## config.mk

```make
export PLATFORM = sky130hd
export DESIGN_NAME = rtf_framer
export DESIGN_NICKNAME = d
export VERILOG_FILES = /design/src/inc/rtf_pkg.sv /design/src/hw/rtf_fifo.sv /design/src/hw/rtf_framer.sv
export VERILOG_INCLUDE_DIRS = /design/src /design/src/inc
export SDC_FILE = /design/constraint.sdc
export NUM_CORES = 1
export LEC_CHECK = 0
export BUFFER_PORTS_ARGS = -buffer_cell sky130_fd_sc_hd__clkbuf_2
export CAP_MARGIN = 20
export CORE_MARGIN = 1
export CORE_UTILIZATION = 30
export CTS_CLUSTER_SIZE = 40
export DETAILED_ROUTE_END_ITERATION = 10
export PLACE_DENSITY = 0.51
export SYNTH_ARGS = -nofsm -noshare
export SYNTH_HDL_FRONTEND = slang
export SYNTH_SLANG_ARGS = --single-unit
export TNS_END_PERCENT = 50
```

## constraint.sdc

```tcl
create_clock -name aclk -period 2.68 [get_ports aclk]
set_input_delay 0 -clock aclk [delete_from_list [all_inputs] [get_ports aclk]]
set_output_delay 0 -clock aclk [all_outputs]
set_load 0.02 [all_outputs]
```

## src/inc/rtf_consts.svh

```systemverilog
// constants for the transmit framing block
`ifndef RTF_CONSTS_SVH
`define RTF_CONSTS_SVH
// register indices; byte address is four times the index
`define RTF_IDX_LAST_BYTE 8'h2e
`define RTF_IDX_BURST     8'h30
`define RTF_IDX_GUARD_CTL 8'h31
`define RTF_IDX_GUARD_LO  8'h32
`define RTF_IDX_FRAME     8'h33
`define RTF_IDX_TX_DATA   8'h40
`define RTF_IDX_CONTROL   8'h41
`define RTF_IDX_STATUS    8'h42
// writable bit masks and guard control reset value
`define RTF_MASK_LAST_BYTE 8'h1f
`define RTF_MASK_BURST     8'h70
`define RTF_MASK_FRAME     8'hcf
`define RTF_RST_GUARD_CTL  8'hc0
// field positions
`define RTF_F_GRID      4
`define RTF_F_PAYLOAD   3
`define RTF_F_LASTBITS  2:0
`define RTF_F_BURSTLEN  6:4
`define RTF_F_GSTART    7
`define RTF_F_GUNIT     6
`define RTF_F_GUPPER    5:3
`define RTF_F_STOPGUARD 2:0
`define RTF_F_TXPAR     7
`define RTF_F_RXPAR     6
`define RTF_F_CLOSE     3:2
`define RTF_F_OPEN      1:0
`define RTF_F_GO        0
`define RTF_F_TYPEB     1
`define RTF_F_BURSTEN   2
`define RTF_F_LASTFLAG  8
// timing, byte length and response codes
`define RTF_GUARD_CARRIER_PERIODS 16
`define RTF_CARRIER_KHZ 13560
`define RTF_CLK_KHZ     25000
`define RTF_BYTE_BITS   9'h008
`define RTF_RESP_OKAY   2'h0
`define RTF_RESP_SLVERR 2'h2
`endif

```

## src/inc/rtf_pkg.sv

```systemverilog
// types for the transmit framing block
package rtf_pkg;

  typedef enum logic [2:0] {
    st_idle  = 3'h0,
    st_wait  = 3'h1,
    st_burst = 3'h3,
    st_open  = 3'h2,
    st_data  = 3'h6,
    st_par   = 3'h7,
    st_close = 3'h5,
    st_tail  = 3'h4
  } rtf_st_t;

  typedef enum logic [2:0] {
    kind_burst  = 3'h0,
    kind_sym0   = 3'h1,
    kind_sym1   = 3'h2,
    kind_sym2   = 3'h3,
    kind_data   = 3'h4,
    kind_parity = 3'h5,
    kind_stop   = 3'h6,
    kind_egt    = 3'h7
  } rtf_kind_t;

  typedef struct packed {
    rtf_st_t st; rtf_kind_t kind;
    logic ebit; logic evalid; logic busy; logic go_req;
    logic [7:0] last_ctl; logic [7:0] burst; logic [7:0] gctl;
    logic [7:0] glow; logic [7:0] frame;
    logic typeb; logic burst_en; logic par_err;
    logic aw_rdy; logic w_rdy; logic ar_rdy;
    logic aw_held; logic w_held; logic [11:0] awaddr;
    logic [31:0] wdata; logic [3:0] wstrb;
    logic bvalid; logic [1:0] bresp;
    logic rvalid; logic [31:0] rdata; logic [1:0] rresp;
    logic [15:0] phase; logic [15:0] unit_cnt; logic [10:0] guard_cnt;
    logic [8:0] cnt; logic [7:0] sh; logic last; logic par;
    logic rx_valid; logic [7:0] rx_data;
  } rtf_state_t;

endpackage

```

## src/hw/rtf_fifo.sv

```systemverilog
// first-in first-out buffer for transmit bytes
`timescale 1ns/100ps
module rtf_fifo #(
  parameter int W     = 9,
  parameter int DEPTH = 32
) (
  input  wire logic         aclk,      // system clock
  input  wire logic         aresetn,   // synchronous reset, active low
  input  wire logic         in_valid,  // write request
  output logic              in_ready,  // space available
  input  wire logic [W-1:0] in_data,   // write word
  output logic              out_valid, // word available
  input  wire logic         out_ready, // read acknowledge
  output logic [W-1:0]      out_data   // oldest word
);
  localparam int AW = $clog2(DEPTH);

  if (DEPTH < 2 || (1 << AW) != DEPTH) begin : g_bad_depth
    $error("fifo depth must be a power of two");
  end

  typedef struct packed {
    logic [AW:0] wp;
    logic [AW:0] rp;
  } rtf_fifo_st_t;

  rtf_fifo_st_t   r_reg;
  rtf_fifo_st_t   r_next;
  logic [W-1:0]   mem [DEPTH];
  logic           push;
  logic           pop;

  assign in_ready  = (r_reg.wp ^ r_reg.rp) != {1'b1, {AW{1'b0}}};
  assign out_valid = r_reg.wp != r_reg.rp;
  assign out_data  = mem[r_reg.rp[AW-1:0]];
  assign push      = in_valid && in_ready;
  assign pop       = out_valid && out_ready;

  always_comb begin
    r_next = r_reg;
    if (push) begin
      r_next.wp = r_reg.wp + 1'b1;
    end
    if (pop) begin
      r_next.rp = r_reg.rp + 1'b1;
    end
  end

  always_ff @(posedge aclk) begin
    if (!aresetn) begin
      r_reg <= '0;
    end else begin
      r_reg <= r_next;
    end
  end

  always_ff @(posedge aclk) begin
    if (push) begin
      mem[r_reg.wp[AW-1:0]] <= in_data;
    end
  end
endmodule

```

## src/hw/rtf_framer.sv

```systemverilog
// transmit framing control with AXI4-Lite register access
`timescale 1ns/100ps
`include "rtf_consts.svh"
module rtf_framer #(
  parameter int BIT_CYCLES = 944,
  parameter int FIFO_DEPTH = 32
) (
  input  wire logic        aclk,          // system clock
  input  wire logic        aresetn,       // synchronous reset, active low
  input  wire logic [11:0] s_axi_awaddr,  // write address
  input  wire logic        s_axi_awvalid, // write address valid
  output logic             s_axi_awready, // write address ready
  input  wire logic [31:0] s_axi_wdata,   // write data
  input  wire logic [3:0]  s_axi_wstrb,   // write byte enables
  input  wire logic        s_axi_wvalid,  // write data valid
  output logic             s_axi_wready,  // write data ready
  output logic [1:0]       s_axi_bresp,   // write response
  output logic             s_axi_bvalid,  // write response valid
  input  wire logic        s_axi_bready,  // write response ready
  input  wire logic [11:0] s_axi_araddr,  // read address
  input  wire logic        s_axi_arvalid, // read address valid
  output logic             s_axi_arready, // read address ready
  output logic [31:0]      s_axi_rdata,   // read data
  output logic [1:0]       s_axi_rresp,   // read response
  output logic             s_axi_rvalid,  // read data valid
  input  wire logic        s_axi_rready,  // read data ready
  input  wire logic        rx_end,        // end of received data
  input  wire logic        rx_byte_valid, // received byte strobe
  input  wire logic [7:0]  rx_byte,       // received byte
  input  wire logic        rx_parity_bit, // received parity bit
  output logic             tx_elem_valid, // new element starts
  output logic [2:0]       tx_elem_kind,  // element kind
  output logic             tx_elem_bit,   // element bit value
  output logic             tx_busy,       // frame under way
  output logic             rx_data_valid, // byte to receive buffer
  output logic [7:0]       rx_data        // received byte
);
  localparam logic [15:0] ETU_LAST = 16'(BIT_CYCLES - 1);
  localparam logic [15:0] HALF_BIT = 16'(BIT_CYCLES / 2);
  localparam logic [15:0] CARRIER_UNIT = 16'(
    (`RTF_GUARD_CARRIER_PERIODS * `RTF_CLK_KHZ + `RTF_CARRIER_KHZ - 1)
    / `RTF_CARRIER_KHZ);

  if (BIT_CYCLES < 4 || BIT_CYCLES > 65535) begin : g_bad_etu
    $error("bit period must be 4 to 65535 cycles");
  end

  // ****************************************
  // helpers
  // ****************************************
  function automatic logic [11:0] reg_addr(input logic [7:0] idx);
    return {2'h0, idx, 2'h0};
  endfunction

  function automatic logic [8:0] burst_bits(input logic [2:0] code);
    case (code)
      3'h0: return 9'h008;
      3'h1: return 9'h010;
      3'h2: return 9'h020;
      3'h3: return 9'h030;
      3'h4: return 9'h040;
      3'h5: return 9'h060;
      3'h6: return 9'h080;
      default: return 9'h100;
    endcase
  endfunction

  // first enabled frame stage at or after from; 5 means frame end
  function automatic logic [2:0] first_stage(input logic [4:0] en,
                                             input logic [2:0] from);
    logic [2:0] idx;
    idx = 3'h5;
    for (int i = 4; i >= 0; i--) begin
      if (en[i] && 3'(i) >= from) begin
        idx = 3'(i);
      end
    end
    return idx;
  endfunction

  function automatic rtf_pkg::rtf_kind_t sym_kind(input logic [1:0] sel);
    case (sel)
      2'h1: return rtf_pkg::kind_sym0;
      2'h2: return rtf_pkg::kind_sym1;
      default: return rtf_pkg::kind_sym2;
    endcase
  endfunction

  // ****************************************
  // state and buffer
  // ****************************************
  rtf_pkg::rtf_state_t r_reg;
  rtf_pkg::rtf_state_t r_next;
  logic                fifo_in_ready;
  logic                fifo_push;
  logic                fifo_out_valid;
  logic                fifo_pop;
  logic [8:0]          fifo_out_data;
  logic [8:0]          fifo_in_data;
  logic [10:0]         guard_time;
  logic                guard_ok;
  logic                etu_end;
  logic [15:0]         unit_len;
  logic                wr_go;
  logic                is_data_wr;
  logic                tx_done;
  logic                byte_done;
  logic                load_byte;
  logic                adv;
  logic [2:0]          adv_from;
  logic [2:0]          stage;
  logic [4:0]          stage_en;

  rtf_fifo #(
    .W     (9),
    .DEPTH (FIFO_DEPTH)
  ) u_fifo (
    .aclk      (aclk),
    .aresetn   (aresetn),
    .in_valid  (fifo_push),
    .in_ready  (fifo_in_ready),
    .in_data   (fifo_in_data),
    .out_valid (fifo_out_valid),
    .out_ready (fifo_pop),
    .out_data  (fifo_out_data)
  );

  assign fifo_in_data = {r_reg.wstrb[1] & r_reg.wdata[`RTF_F_LASTFLAG],
                         r_reg.wdata[7:0]};
  assign guard_time = {r_reg.gctl[`RTF_F_GUPPER], r_reg.glow};
  assign guard_ok   = r_reg.guard_cnt >= guard_time;
  assign etu_end    = r_reg.phase == ETU_LAST;
  assign is_data_wr = r_reg.awaddr == reg_addr(`RTF_IDX_TX_DATA);
  // a data write stalls on a full buffer until space frees
  assign wr_go      = r_reg.aw_held && r_reg.w_held && !r_reg.bvalid
                      && (!is_data_wr || fifo_in_ready);
  assign fifo_push  = wr_go && is_data_wr && r_reg.wstrb[0];
  // guard unit: carrier based or half a bit period
  assign unit_len   = r_reg.gctl[`RTF_F_GUNIT] ? HALF_BIT : CARRIER_UNIT;
  assign stage_en   = {
    r_reg.typeb && (r_reg.gctl[`RTF_F_STOPGUARD] != 3'h0),
    r_reg.frame[`RTF_F_CLOSE] != 2'h0,
    r_reg.last_ctl[`RTF_F_PAYLOAD] && fifo_out_valid,
    r_reg.frame[`RTF_F_OPEN] != 2'h0,
    r_reg.burst_en};
  assign stage = first_stage(stage_en, adv_from);

  // ****************************************
  // next state
  // ****************************************
  always_comb begin
    r_next = r_reg;
    r_next.evalid = 1'b0;
    r_next.rx_valid = 1'b0;
    adv = 1'b0;
    adv_from = 3'h0;
    byte_done = 1'b0;
    load_byte = 1'b0;
    tx_done = 1'b0;
    fifo_pop = 1'b0;

    // register writes
    if (s_axi_awvalid && r_reg.aw_rdy) begin
      r_next.aw_held = 1'b1;
      r_next.awaddr = s_axi_awaddr;
    end
    if (s_axi_wvalid && r_reg.w_rdy) begin
      r_next.w_held = 1'b1;
      r_next.wdata = s_axi_wdata;
      r_next.wstrb = s_axi_wstrb;
    end
    if (r_reg.bvalid && s_axi_bready) begin
      r_next.bvalid = 1'b0;
    end
    if (wr_go) begin
      r_next.aw_held = 1'b0;
      r_next.w_held = 1'b0;
      r_next.bvalid = 1'b1;
      r_next.bresp = `RTF_RESP_OKAY;
      case (r_reg.awaddr)
        reg_addr(`RTF_IDX_LAST_BYTE): begin
          if (r_reg.wstrb[0]) begin
            r_next.last_ctl = r_reg.wdata[7:0] & `RTF_MASK_LAST_BYTE;
          end
        end
        reg_addr(`RTF_IDX_BURST): begin
          if (r_reg.wstrb[0]) begin
            r_next.burst = r_reg.wdata[7:0] & `RTF_MASK_BURST;
          end
        end
        reg_addr(`RTF_IDX_GUARD_CTL): begin
          if (r_reg.wstrb[0]) begin
            r_next.gctl = r_reg.wdata[7:0];
          end
        end
        reg_addr(`RTF_IDX_GUARD_LO): begin
          if (r_reg.wstrb[0]) begin
            r_next.glow = r_reg.wdata[7:0];
          end
        end
        reg_addr(`RTF_IDX_FRAME): begin
          if (r_reg.wstrb[0]) begin
            r_next.frame = r_reg.wdata[7:0] & `RTF_MASK_FRAME;
          end
        end
        reg_addr(`RTF_IDX_TX_DATA): begin
        end
        reg_addr(`RTF_IDX_CONTROL): begin
          if (r_reg.wstrb[0]) begin
            r_next.typeb = r_reg.wdata[`RTF_F_TYPEB];
            r_next.burst_en = r_reg.wdata[`RTF_F_BURSTEN];
            if (r_reg.wdata[`RTF_F_GO]) begin
              r_next.go_req = 1'b1;
            end
          end
        end
        reg_addr(`RTF_IDX_STATUS): begin
          if (r_reg.wstrb[0] && r_reg.wdata[4]) begin
            r_next.par_err = 1'b0;
          end
        end
        default: r_next.bresp = `RTF_RESP_SLVERR;
      endcase
    end
    r_next.aw_rdy = !r_next.aw_held;
    r_next.w_rdy = !r_next.w_held;

    // register reads
    if (r_reg.rvalid && s_axi_rready) begin
      r_next.rvalid = 1'b0;
    end
    if (s_axi_arvalid && r_reg.ar_rdy) begin
      r_next.rvalid = 1'b1;
      r_next.rresp = `RTF_RESP_OKAY;
      r_next.rdata = 32'h0;
      case (s_axi_araddr)
        reg_addr(`RTF_IDX_LAST_BYTE): r_next.rdata[7:0] = r_reg.last_ctl;
        reg_addr(`RTF_IDX_BURST):     r_next.rdata[7:0] = r_reg.burst;
        reg_addr(`RTF_IDX_GUARD_CTL): r_next.rdata[7:0] = r_reg.gctl;
        reg_addr(`RTF_IDX_GUARD_LO):  r_next.rdata[7:0] = r_reg.glow;
        reg_addr(`RTF_IDX_FRAME):     r_next.rdata[7:0] = r_reg.frame;
        reg_addr(`RTF_IDX_TX_DATA):   r_next.rdata = 32'h0;
        reg_addr(`RTF_IDX_CONTROL): begin
          r_next.rdata[`RTF_F_TYPEB] = r_reg.typeb;
          r_next.rdata[`RTF_F_BURSTEN] = r_reg.burst_en;
        end
        reg_addr(`RTF_IDX_STATUS): begin
          r_next.rdata[4:0] = {r_reg.par_err, guard_ok, !fifo_out_valid,
                               !fifo_in_ready, r_reg.busy};
        end
        default: r_next.rresp = `RTF_RESP_SLVERR;
      endcase
    end
    r_next.ar_rdy = !r_next.rvalid;

    // bit period phase and guard unit
    r_next.phase = etu_end ? 16'h0 : r_reg.phase + 16'h1;
    if (r_reg.unit_cnt >= unit_len - 16'h1) begin
      r_next.unit_cnt = 16'h0;
      // saturates, so raising the guard later keeps elapsed time
      if (~&r_reg.guard_cnt) begin
        r_next.guard_cnt = r_reg.guard_cnt + 11'h1;
      end
    end else begin
      r_next.unit_cnt = r_reg.unit_cnt + 16'h1;
    end

    // frame sequencer
    case (r_reg.st)
      rtf_pkg::st_idle: begin
        if (r_reg.go_req) begin
          r_next.go_req = 1'b0;
          r_next.busy = 1'b1;
          r_next.st = rtf_pkg::st_wait;
        end
      end
      rtf_pkg::st_wait: begin
        if (guard_ok && (!r_reg.last_ctl[`RTF_F_GRID] || etu_end)) begin
          r_next.phase = 16'h0;
          adv = 1'b1;
          adv_from = 3'h0;
        end
      end
      rtf_pkg::st_burst: begin
        if (etu_end) begin
          if (r_reg.cnt > 9'h1) begin
            r_next.cnt = r_reg.cnt - 9'h1;
            r_next.evalid = 1'b1;
          end else begin
            adv = 1'b1;
            adv_from = 3'h1;
          end
        end
      end
      rtf_pkg::st_open: begin
        if (etu_end) begin
          adv = 1'b1;
          adv_from = 3'h2;
        end
      end
      rtf_pkg::st_data: begin
        if (etu_end) begin
          if (r_reg.cnt > 9'h1) begin
            r_next.cnt = r_reg.cnt - 9'h1;
            r_next.sh = r_reg.sh >> 1;
            r_next.ebit = r_reg.sh[1];
            r_next.par = r_reg.par ^ r_reg.sh[1];
            r_next.evalid = 1'b1;
          end else if (r_reg.frame[`RTF_F_TXPAR]) begin
            r_next.st = rtf_pkg::st_par;
            r_next.kind = rtf_pkg::kind_parity;
            r_next.ebit = r_reg.par;
            r_next.evalid = 1'b1;
          end else begin
            byte_done = 1'b1;
          end
        end
      end
      rtf_pkg::st_par: begin
        byte_done = etu_end;
      end
      rtf_pkg::st_close: begin
        if (etu_end) begin
          adv = 1'b1;
          adv_from = 3'h4;
        end
      end
      rtf_pkg::st_tail: begin
        if (etu_end) begin
          if (r_reg.cnt != 9'h0) begin
            r_next.cnt = r_reg.cnt - 9'h1;
            r_next.kind = rtf_pkg::kind_egt;
            r_next.ebit = 1'b1;
            r_next.evalid = 1'b1;
          end else begin
            adv = 1'b1;
            adv_from = 3'h5;
          end
        end
      end
      default: r_next.st = rtf_pkg::st_idle;
    endcase

    if (byte_done) begin
      if (!r_reg.last && fifo_out_valid) begin
        load_byte = 1'b1;
      end else begin
        adv = 1'b1;
        adv_from = 3'h3;
      end
    end

    if (adv) begin
      r_next.evalid = 1'b1;
      case (stage)
        3'h0: begin
          r_next.st = rtf_pkg::st_burst;
          r_next.kind = rtf_pkg::kind_burst;
          r_next.ebit = 1'b1;
          r_next.cnt = burst_bits(r_reg.burst[`RTF_F_BURSTLEN]);
        end
        3'h1: begin
          r_next.st = rtf_pkg::st_open;
          r_next.kind = sym_kind(r_reg.frame[`RTF_F_OPEN]);
          r_next.ebit = 1'b0;
        end
        3'h2: begin
          r_next.evalid = 1'b0;
          load_byte = 1'b1;
        end
        3'h3: begin
          r_next.st = rtf_pkg::st_close;
          r_next.kind = sym_kind(r_reg.frame[`RTF_F_CLOSE]);
          r_next.ebit = 1'b0;
        end
        3'h4: begin
          r_next.st = rtf_pkg::st_tail;
          r_next.kind = rtf_pkg::kind_stop;
          r_next.ebit = 1'b1;
          r_next.cnt = {6'h0, r_reg.gctl[`RTF_F_STOPGUARD] - 3'h1};
        end
        default: begin
          r_next.evalid = 1'b0;
          r_next.st = rtf_pkg::st_idle;
          r_next.busy = 1'b0;
          tx_done = 1'b1;
        end
      endcase
    end

    if (load_byte) begin
      fifo_pop = 1'b1;
      r_next.st = rtf_pkg::st_data;
      r_next.kind = rtf_pkg::kind_data;
      r_next.sh = fifo_out_data[7:0];
      r_next.last = fifo_out_data[`RTF_F_LASTFLAG];
      r_next.ebit = fifo_out_data[0];
      r_next.par = ~fifo_out_data[0];
      r_next.evalid = 1'b1;
      r_next.cnt = `RTF_BYTE_BITS;
      if (fifo_out_data[`RTF_F_LASTFLAG]
          && r_reg.last_ctl[`RTF_F_LASTBITS] != 3'h0) begin
        r_next.cnt = {6'h0, r_reg.last_ctl[`RTF_F_LASTBITS]};
      end
    end

    // guard restart point
    if ((rx_end && r_reg.gctl[`RTF_F_GSTART])
        || (tx_done && !r_reg.gctl[`RTF_F_GSTART])) begin
      r_next.guard_cnt = 11'h0;
      r_next.unit_cnt = 16'h0;
    end

    // receive path, parity kept out of the data
    if (rx_byte_valid) begin
      r_next.rx_valid = 1'b1;
      r_next.rx_data = rx_byte;
      if (r_reg.frame[`RTF_F_RXPAR] && !(^{rx_byte, rx_parity_bit})) begin
        r_next.par_err = 1'b1;
      end
    end
  end

  always_ff @(posedge aclk) begin
    if (!aresetn) begin
      r_reg <= '0;
      r_reg.gctl <= `RTF_RST_GUARD_CTL;
    end else begin
      r_reg <= r_next;
    end
  end

  // ****************************************
  // outputs
  // ****************************************
  assign s_axi_awready = r_reg.aw_rdy;
  assign s_axi_wready  = r_reg.w_rdy;
  assign s_axi_bresp   = r_reg.bresp;
  assign s_axi_bvalid  = r_reg.bvalid;
  assign s_axi_arready = r_reg.ar_rdy;
  assign s_axi_rdata   = r_reg.rdata;
  assign s_axi_rresp   = r_reg.rresp;
  assign s_axi_rvalid  = r_reg.rvalid;
  assign tx_elem_valid = r_reg.evalid;
  assign tx_elem_kind  = r_reg.kind;
  assign tx_elem_bit   = r_reg.ebit;
  assign tx_busy       = r_reg.busy;
  assign rx_data_valid = r_reg.rx_valid;
  assign rx_data       = r_reg.rx_data;
endmodule

```

# Yosys cells after proc, flatten, opt, wreduce, memory -nomap -nowiden
# Memories as Yosys holds them, arrays and structs flattened. A register that Yosys moved wholly into a read port is not among the register bits.
# Index checks and enable logic that the tools add are counted.
[word_totals]
reg_bits = 168
ram_bits = 288
latchBits = 0
romBits = 0
n_memories = 1
[mem_list]
columns = ["memory", "words", "word_bits", "rd", "rd_clocked_by_memory_dff", "wr", "line_no", "source"]
rows = [
  ["u_fifo.mem", 32, 9, 1, 1, 1, "rtf_fifo.sv:29", "logic [W-1:0] mem [DEPTH];"],
]
[op_classes]
magnitude_cmp = 8
bitwise = 6
n_eq_ne = 40
shift = 0
n_reduce_logical = 70
n_div = 0
mul = 0
add_sub_neg = 8
mux = 114
[ops]
columns = ["op", "count"]
rows = [
  ["12-bit by 8-bit == test with 1-bit output (second input constant)", 10],
  ["8-bit two-way mux", 12],
  ["12-bit by 9-bit == test with 1-bit output (second input constant)", 6],
  ["9-bit two-way mux", 8],
  ["9-bit case mux with 7 select lines", 1],
  ["16-bit two-way mux", 3],
  ["44-bit two-way mux", 1],
  ["1-bit two-way mux", 40],
  ["3-bit two-way mux", 12],
  ["35-bit two-way mux", 1],
  ["17-bit two-way mux", 2],
  ["16-bit by 1-bit adder with 16-bit output (second input constant)", 2],
  ["9-bit case mux with 3 select lines", 1],
  ["1-bit logical AND", 26],
  ["5-bit two-way mux", 5],
  ["3-bit == test (second input constant)", 8],
  ["2-bit case mux with 6 select lines", 2],
  ["3-bit case mux with 4 select lines", 2],
  ["3-bit AND reduction", 7],
  ["19-bit two-way mux", 1],
  ["3-bit by 2-bit == test with 1-bit output (second input constant)", 6],
  ["2-bit two-way mux", 9],
  ["9-bit case mux with 2 select lines", 1],
  ["16-bit by 10-bit == test with 1-bit output (second input constant)", 1],
  ["46 further kinds", 79],
]

# Depth between registers and ports, before layout
[depth]
word_depth = 20
depth_mapped = 13
mapped_depth_nobuf = 11

# Modules after synthesis
# Synthesis repeated with hierarchy kept, for this count alone.
[unflattened]
hier_cells = 1507
hier_area_um2 = 20021.7
[modules_own_cells]
columns = ["module", "area_each_um2", "seq_area_each_um2", "cells_per_inst", "instances"]
rows = [
  ["rtf_fifo", 11926.4, 8988.6, 544, 1],
  ["rtf_framer", 8095.3, 3062.9, 963, 1],
]

# Least setup slack after synthesis
# OpenSTA, ideal clock, no wires.
[synth_path]
path_type = "reg-to-reg"
start = "register (tool-made name)"
end = "register r_reg[12] in the netlist's numbering"
arrival_time_ns = 2.721
stages_incl_launch_ff = 9
slack_ns = -0.174
setup_ns = 0.133
n_path_buf = 4
cell_sequence = "dfxtp_1 -> buf_2 -> buf_2 -> buf_2 -> buf_2 -> mux4_2 -> mux4_2 -> a211oi_1 -> a311oi_1"
[synth_lines]
columns = ["element", "line_no", "source"]
rows = [
  ["end signal, assigned", "rtf_framer.sv:429", "r_reg <= r_next;"],
  ["end, declared", "rtf_framer.sv:92", "rtf_pkg::rtf_state_t r_reg;"],
]

# Final worst setup path
[layout_path]
start = "register r_reg[70] in the netlist's numbering"
end = "register r_reg (netlist bit tx_elem_kind[0])"
[layout_between]
elab_chain_cells = 16
elab_cells_between_ends = 48
classes_between = "order compare: 5; eq/ne: 5; mux: 29; reduce/logical: 9"
[layout_lines]
columns = ["element", "line_no", "source"]
rows = [
  ["16-bit by 10-bit == test with 1-bit output (*)", "rtf_framer.sv:132", "assign etu_end = r_reg.phase == ETU_LAST;"],
  ["3-bit two-way mux, or another cell as far along", "rtf_framer.sv:329", "if (etu_end) begin"],
  ["3-bit case mux with 4 select lines", "rtf_framer.sv:269", "case (r_reg.st)"],
  ["3-bit two-way mux", "rtf_framer.sv:345", "if (!r_reg.last && fifo_out_valid) begin"],
  ["3-bit two-way mux", "rtf_framer.sv:344", "if (byte_done) begin"],
  ["3-bit >= comparator", "rtf_framer.sv:74", "if (en[i] && 3'(i) >= from) begin"],
  ["1-bit logical AND", "rtf_framer.sv:74", ""],
  ["1-bit two-way mux", "rtf_framer.sv:74", ""],
  ["3-bit two-way mux (4 in series)", "rtf_framer.sv:74", ""],
  ["3-bit by 2-bit == test with 1-bit output", "rtf_framer.sv:355", "case (stage)"],
  ["1-bit two-way mux", "rtf_framer.sv:355", ""],
  ["1-bit two-way mux", "rtf_framer.sv:353", "if (adv) begin"],
  ["2-bit OR reduction (no source line)", "-", ""],
]
# Every way passes the cells marked *; elsewhere a longest branch is shown, timed or not.
# A chain may end at the register's enable or synchronous reset.

==> flow_metrics.tcl <==
set metrics [dict create \
    status "finished, final reports clean" \
    synth_edf_count 288 \
    criticalPathCategory "flip-flop to flip-flop" \
    syn_area_per_cell_um2 13.3 \
    start_util_pct 30.5 \
    async_reset_ff_share_pct 0 \
    drt_iter0_drc 1005 \
    first_pass_iters 5 \
    finalSetupViolCount 0 \
    wl_um 52600 \
    tightest_slew_ps 979 \
    ys.flop_type "edfxtp_1" \
    routabilityCongestion 0.915 \
    use_met1_pct 19.9 \
    htreeDepth 2 \
    final.period_utilization_pct 99.9 \
    maxSlewViolCount 0 \
    synth_top_area_share_pct 43.9 \
    ant_nets 0 \
    hpwl_um 34400 \
    power.total_mw 15.4 \
    p_leak_nw 9.02 \
    finalHoldViolations 0 \
    yosysSeqAreaShare_pct 61.1 \
    synthDistinctLibCells 92 \
    dp.cells 2524 \
    stdcell_count 2742 \
    grt_pass1_vias 13500 \
    grt_use_total_pct 15.5 \
    use_met2_pct 27.2 \
    synth.area.top_cells "edfxtp_1, dfxtp_1, mux4_2" \
    synth_cells 1482 \
    io_buffers 82 \
    wire_per_inst_um 19.2 \
    clk_latency_ps 610 \
    relSlewSlack_pct 34.1 \
    crit_fanout 7 \
    hold_path_class "input pin to flip-flop" \
    top_usage_layer "met2" \
    critPathRequiredTime_ps 3160 \
    cts_sinks 458 \
    whs_ps 44.5 \
    core_mm2 0.0647 \
    area_delta_synth_final_pct 30.3 \
    r2r_slack_ps 3 \
    fin_skew_ps 40.9 \
    final_layout_size_suffix_gt1_share_pct 29.6 \
    synth_top_area_cell "edfxtp_1" \
    synth_most_common_cell "edfxtp_1" \
    insertedDiodeCount 0 \
    die_w_um 258 \
    rsz0062_at_grt "yes" \
    grt_remaining_overflow 0 \
    worst_setup_path_end_kind "flip-flop" \
    rows 93 \
    grt_max_degree 52 \
    nets 1955 \
    fmaxAchievable_mhz 374 \
    vias 13300 \
    min_period_ps 2680 \
    cts_root_buffer "clkbuf_16" \
    grt_pass1_wl_um 80000 \
    cts_buffer_depth 3 \
    peakVddDrop_uv 463 \
    io_pins 134 \
    max_cap_violations 0 \
    grt_util_met3_pct 2.28 \
    ys_ff_latch 458 \
    die_area_mm2 0.0668 \
    cts_buffers 51 \
    via_per_inst 4.84 \
    drc 0 \
    synth_area_mm2 0.0197 \
    final_util_pct 39.7 \
    synth_warnings 0 \
    cts_tree "built" \
    synth.top_cells.by_count "edfxtp_1, nor2_1, dfxtp_1" \
    largest_reg_flops 288 \
    cp-start-kind "flip-flop" \
    powerDensity_mw_per_mm2 598 \
    critical_path_arrival_ps 3160 \
    cts.clk_slew.worst_paths_ps 60 \
    antenna_found_initial 0 \
    die_height_um 258 \
]
==> cell type report <==
type,count,area [um^2]
fillers,6002,39000
multi-input cells,914,7430
inverters,35,133
clock buffers,64,1360
flip-flops and latches,458,12100
clock inverters,28,387
well taps,855,1070
repair buffers,388,3260
==> cells in the final DEF, fill, tap and decap left out, types with 32 or more instances in the layout <==
cell type	netlist	layout
nand2_1	117	115
dfxtp_1	170	161
clkbuf_16	0	52
a21oi_1	68	62
buf_4	49	162
edfxtp_1	288	288
nor2_1	173	154
nand3_1	44	41
conb_1	1	32
mux4_2	90	90
clkbuf_2	0	82
dlygate4sd3_1	0	98
inv_1	34	32
mux2i_1	45	45
==> through the flow <==
step / cell area [um^2] / setup TNS, ps / setup slack, ps
6_report: 25700 / 0 / 3.21
5_1_grt: 25700 / -2190 / -98.3
4_1_cts: 25200 / -0.787 / -0.381
3_5_place_dp: 22200 / -8530 / -287
3_3_place_gp: 22200 / -5160 / -180
2_1_floorplan: 19800 / -34980 / -137
==> repair_timing <==
item	CTS	global route
pin swaps	15	40
hold buffers	98	0
buffers inserted	7	11
endpoints found under the setup margin	155	354
gates resized for setup	48	98
cloned	1	9
hold endpoints to repair	52	0
==> report_power, final <==
group / leakage (nW) / switching [mW] / total [mW] / internal (mW)
registers: 3.95 / 0.0416 / 7.56 / 7.51
logic: 4.23 / 0.345 / 0.592 / 0.247
clock network: 0.837 / 2.95 / 7.23 / 4.28
==> path summary, 6_finish.rpt <==
kind / start / depth (start not counted) / end
worst max-delay path: r_reg[70] / 10 / tx_elem_kind[0]
worst min-delay path: s_axi_araddr[6] / 6 / s_axi_rdata[1]
worst max register to register: r_reg[70] / 10 / tx_elem_kind[0]
worst min register to register: r_reg[18] / 2 / r_reg[18]
==> metal layers <==
layer | routed length, um | up-vias
li1 | - | 6212
met1 | 23100 | 6668
met2 | 26500 | 311
met3 | 1950 | 77
met4 | 1130 | 0
met5 | 0 | -
==> cell families (layout without fill, tap and decap cells) <==
kind of cell / after synthesis / count (layout) / synth area share, %
and+or+nand+nor: 461 / 462 / 11.1
xor gates and xnor gates: 54 / 54 / 2.40
muxes: 137 / 137 / 12.7
buffers and inverters: 142 / 515 / 3.76
other: 1 / 32 / 0.0190
adders and majority gates: 29 / 29 / 1.84
AOI/OAI and AO/OA: 200 / 200 / 7.06
DFF: 458 / 458 / 61.1
==> critical path, stage by stage (launching register included) <==
cell and delay [ps]:
dfxtp_4 350, nor4_4 350, and4_4 350, buf_6 130
a21oi_2 50, o21ai_2 90, a41oi_2 190, or2_4 320
a221oi_4 340, nor2_2 90, o311a_1 290
No activity file was read; power rests on OpenSTA's default activity.
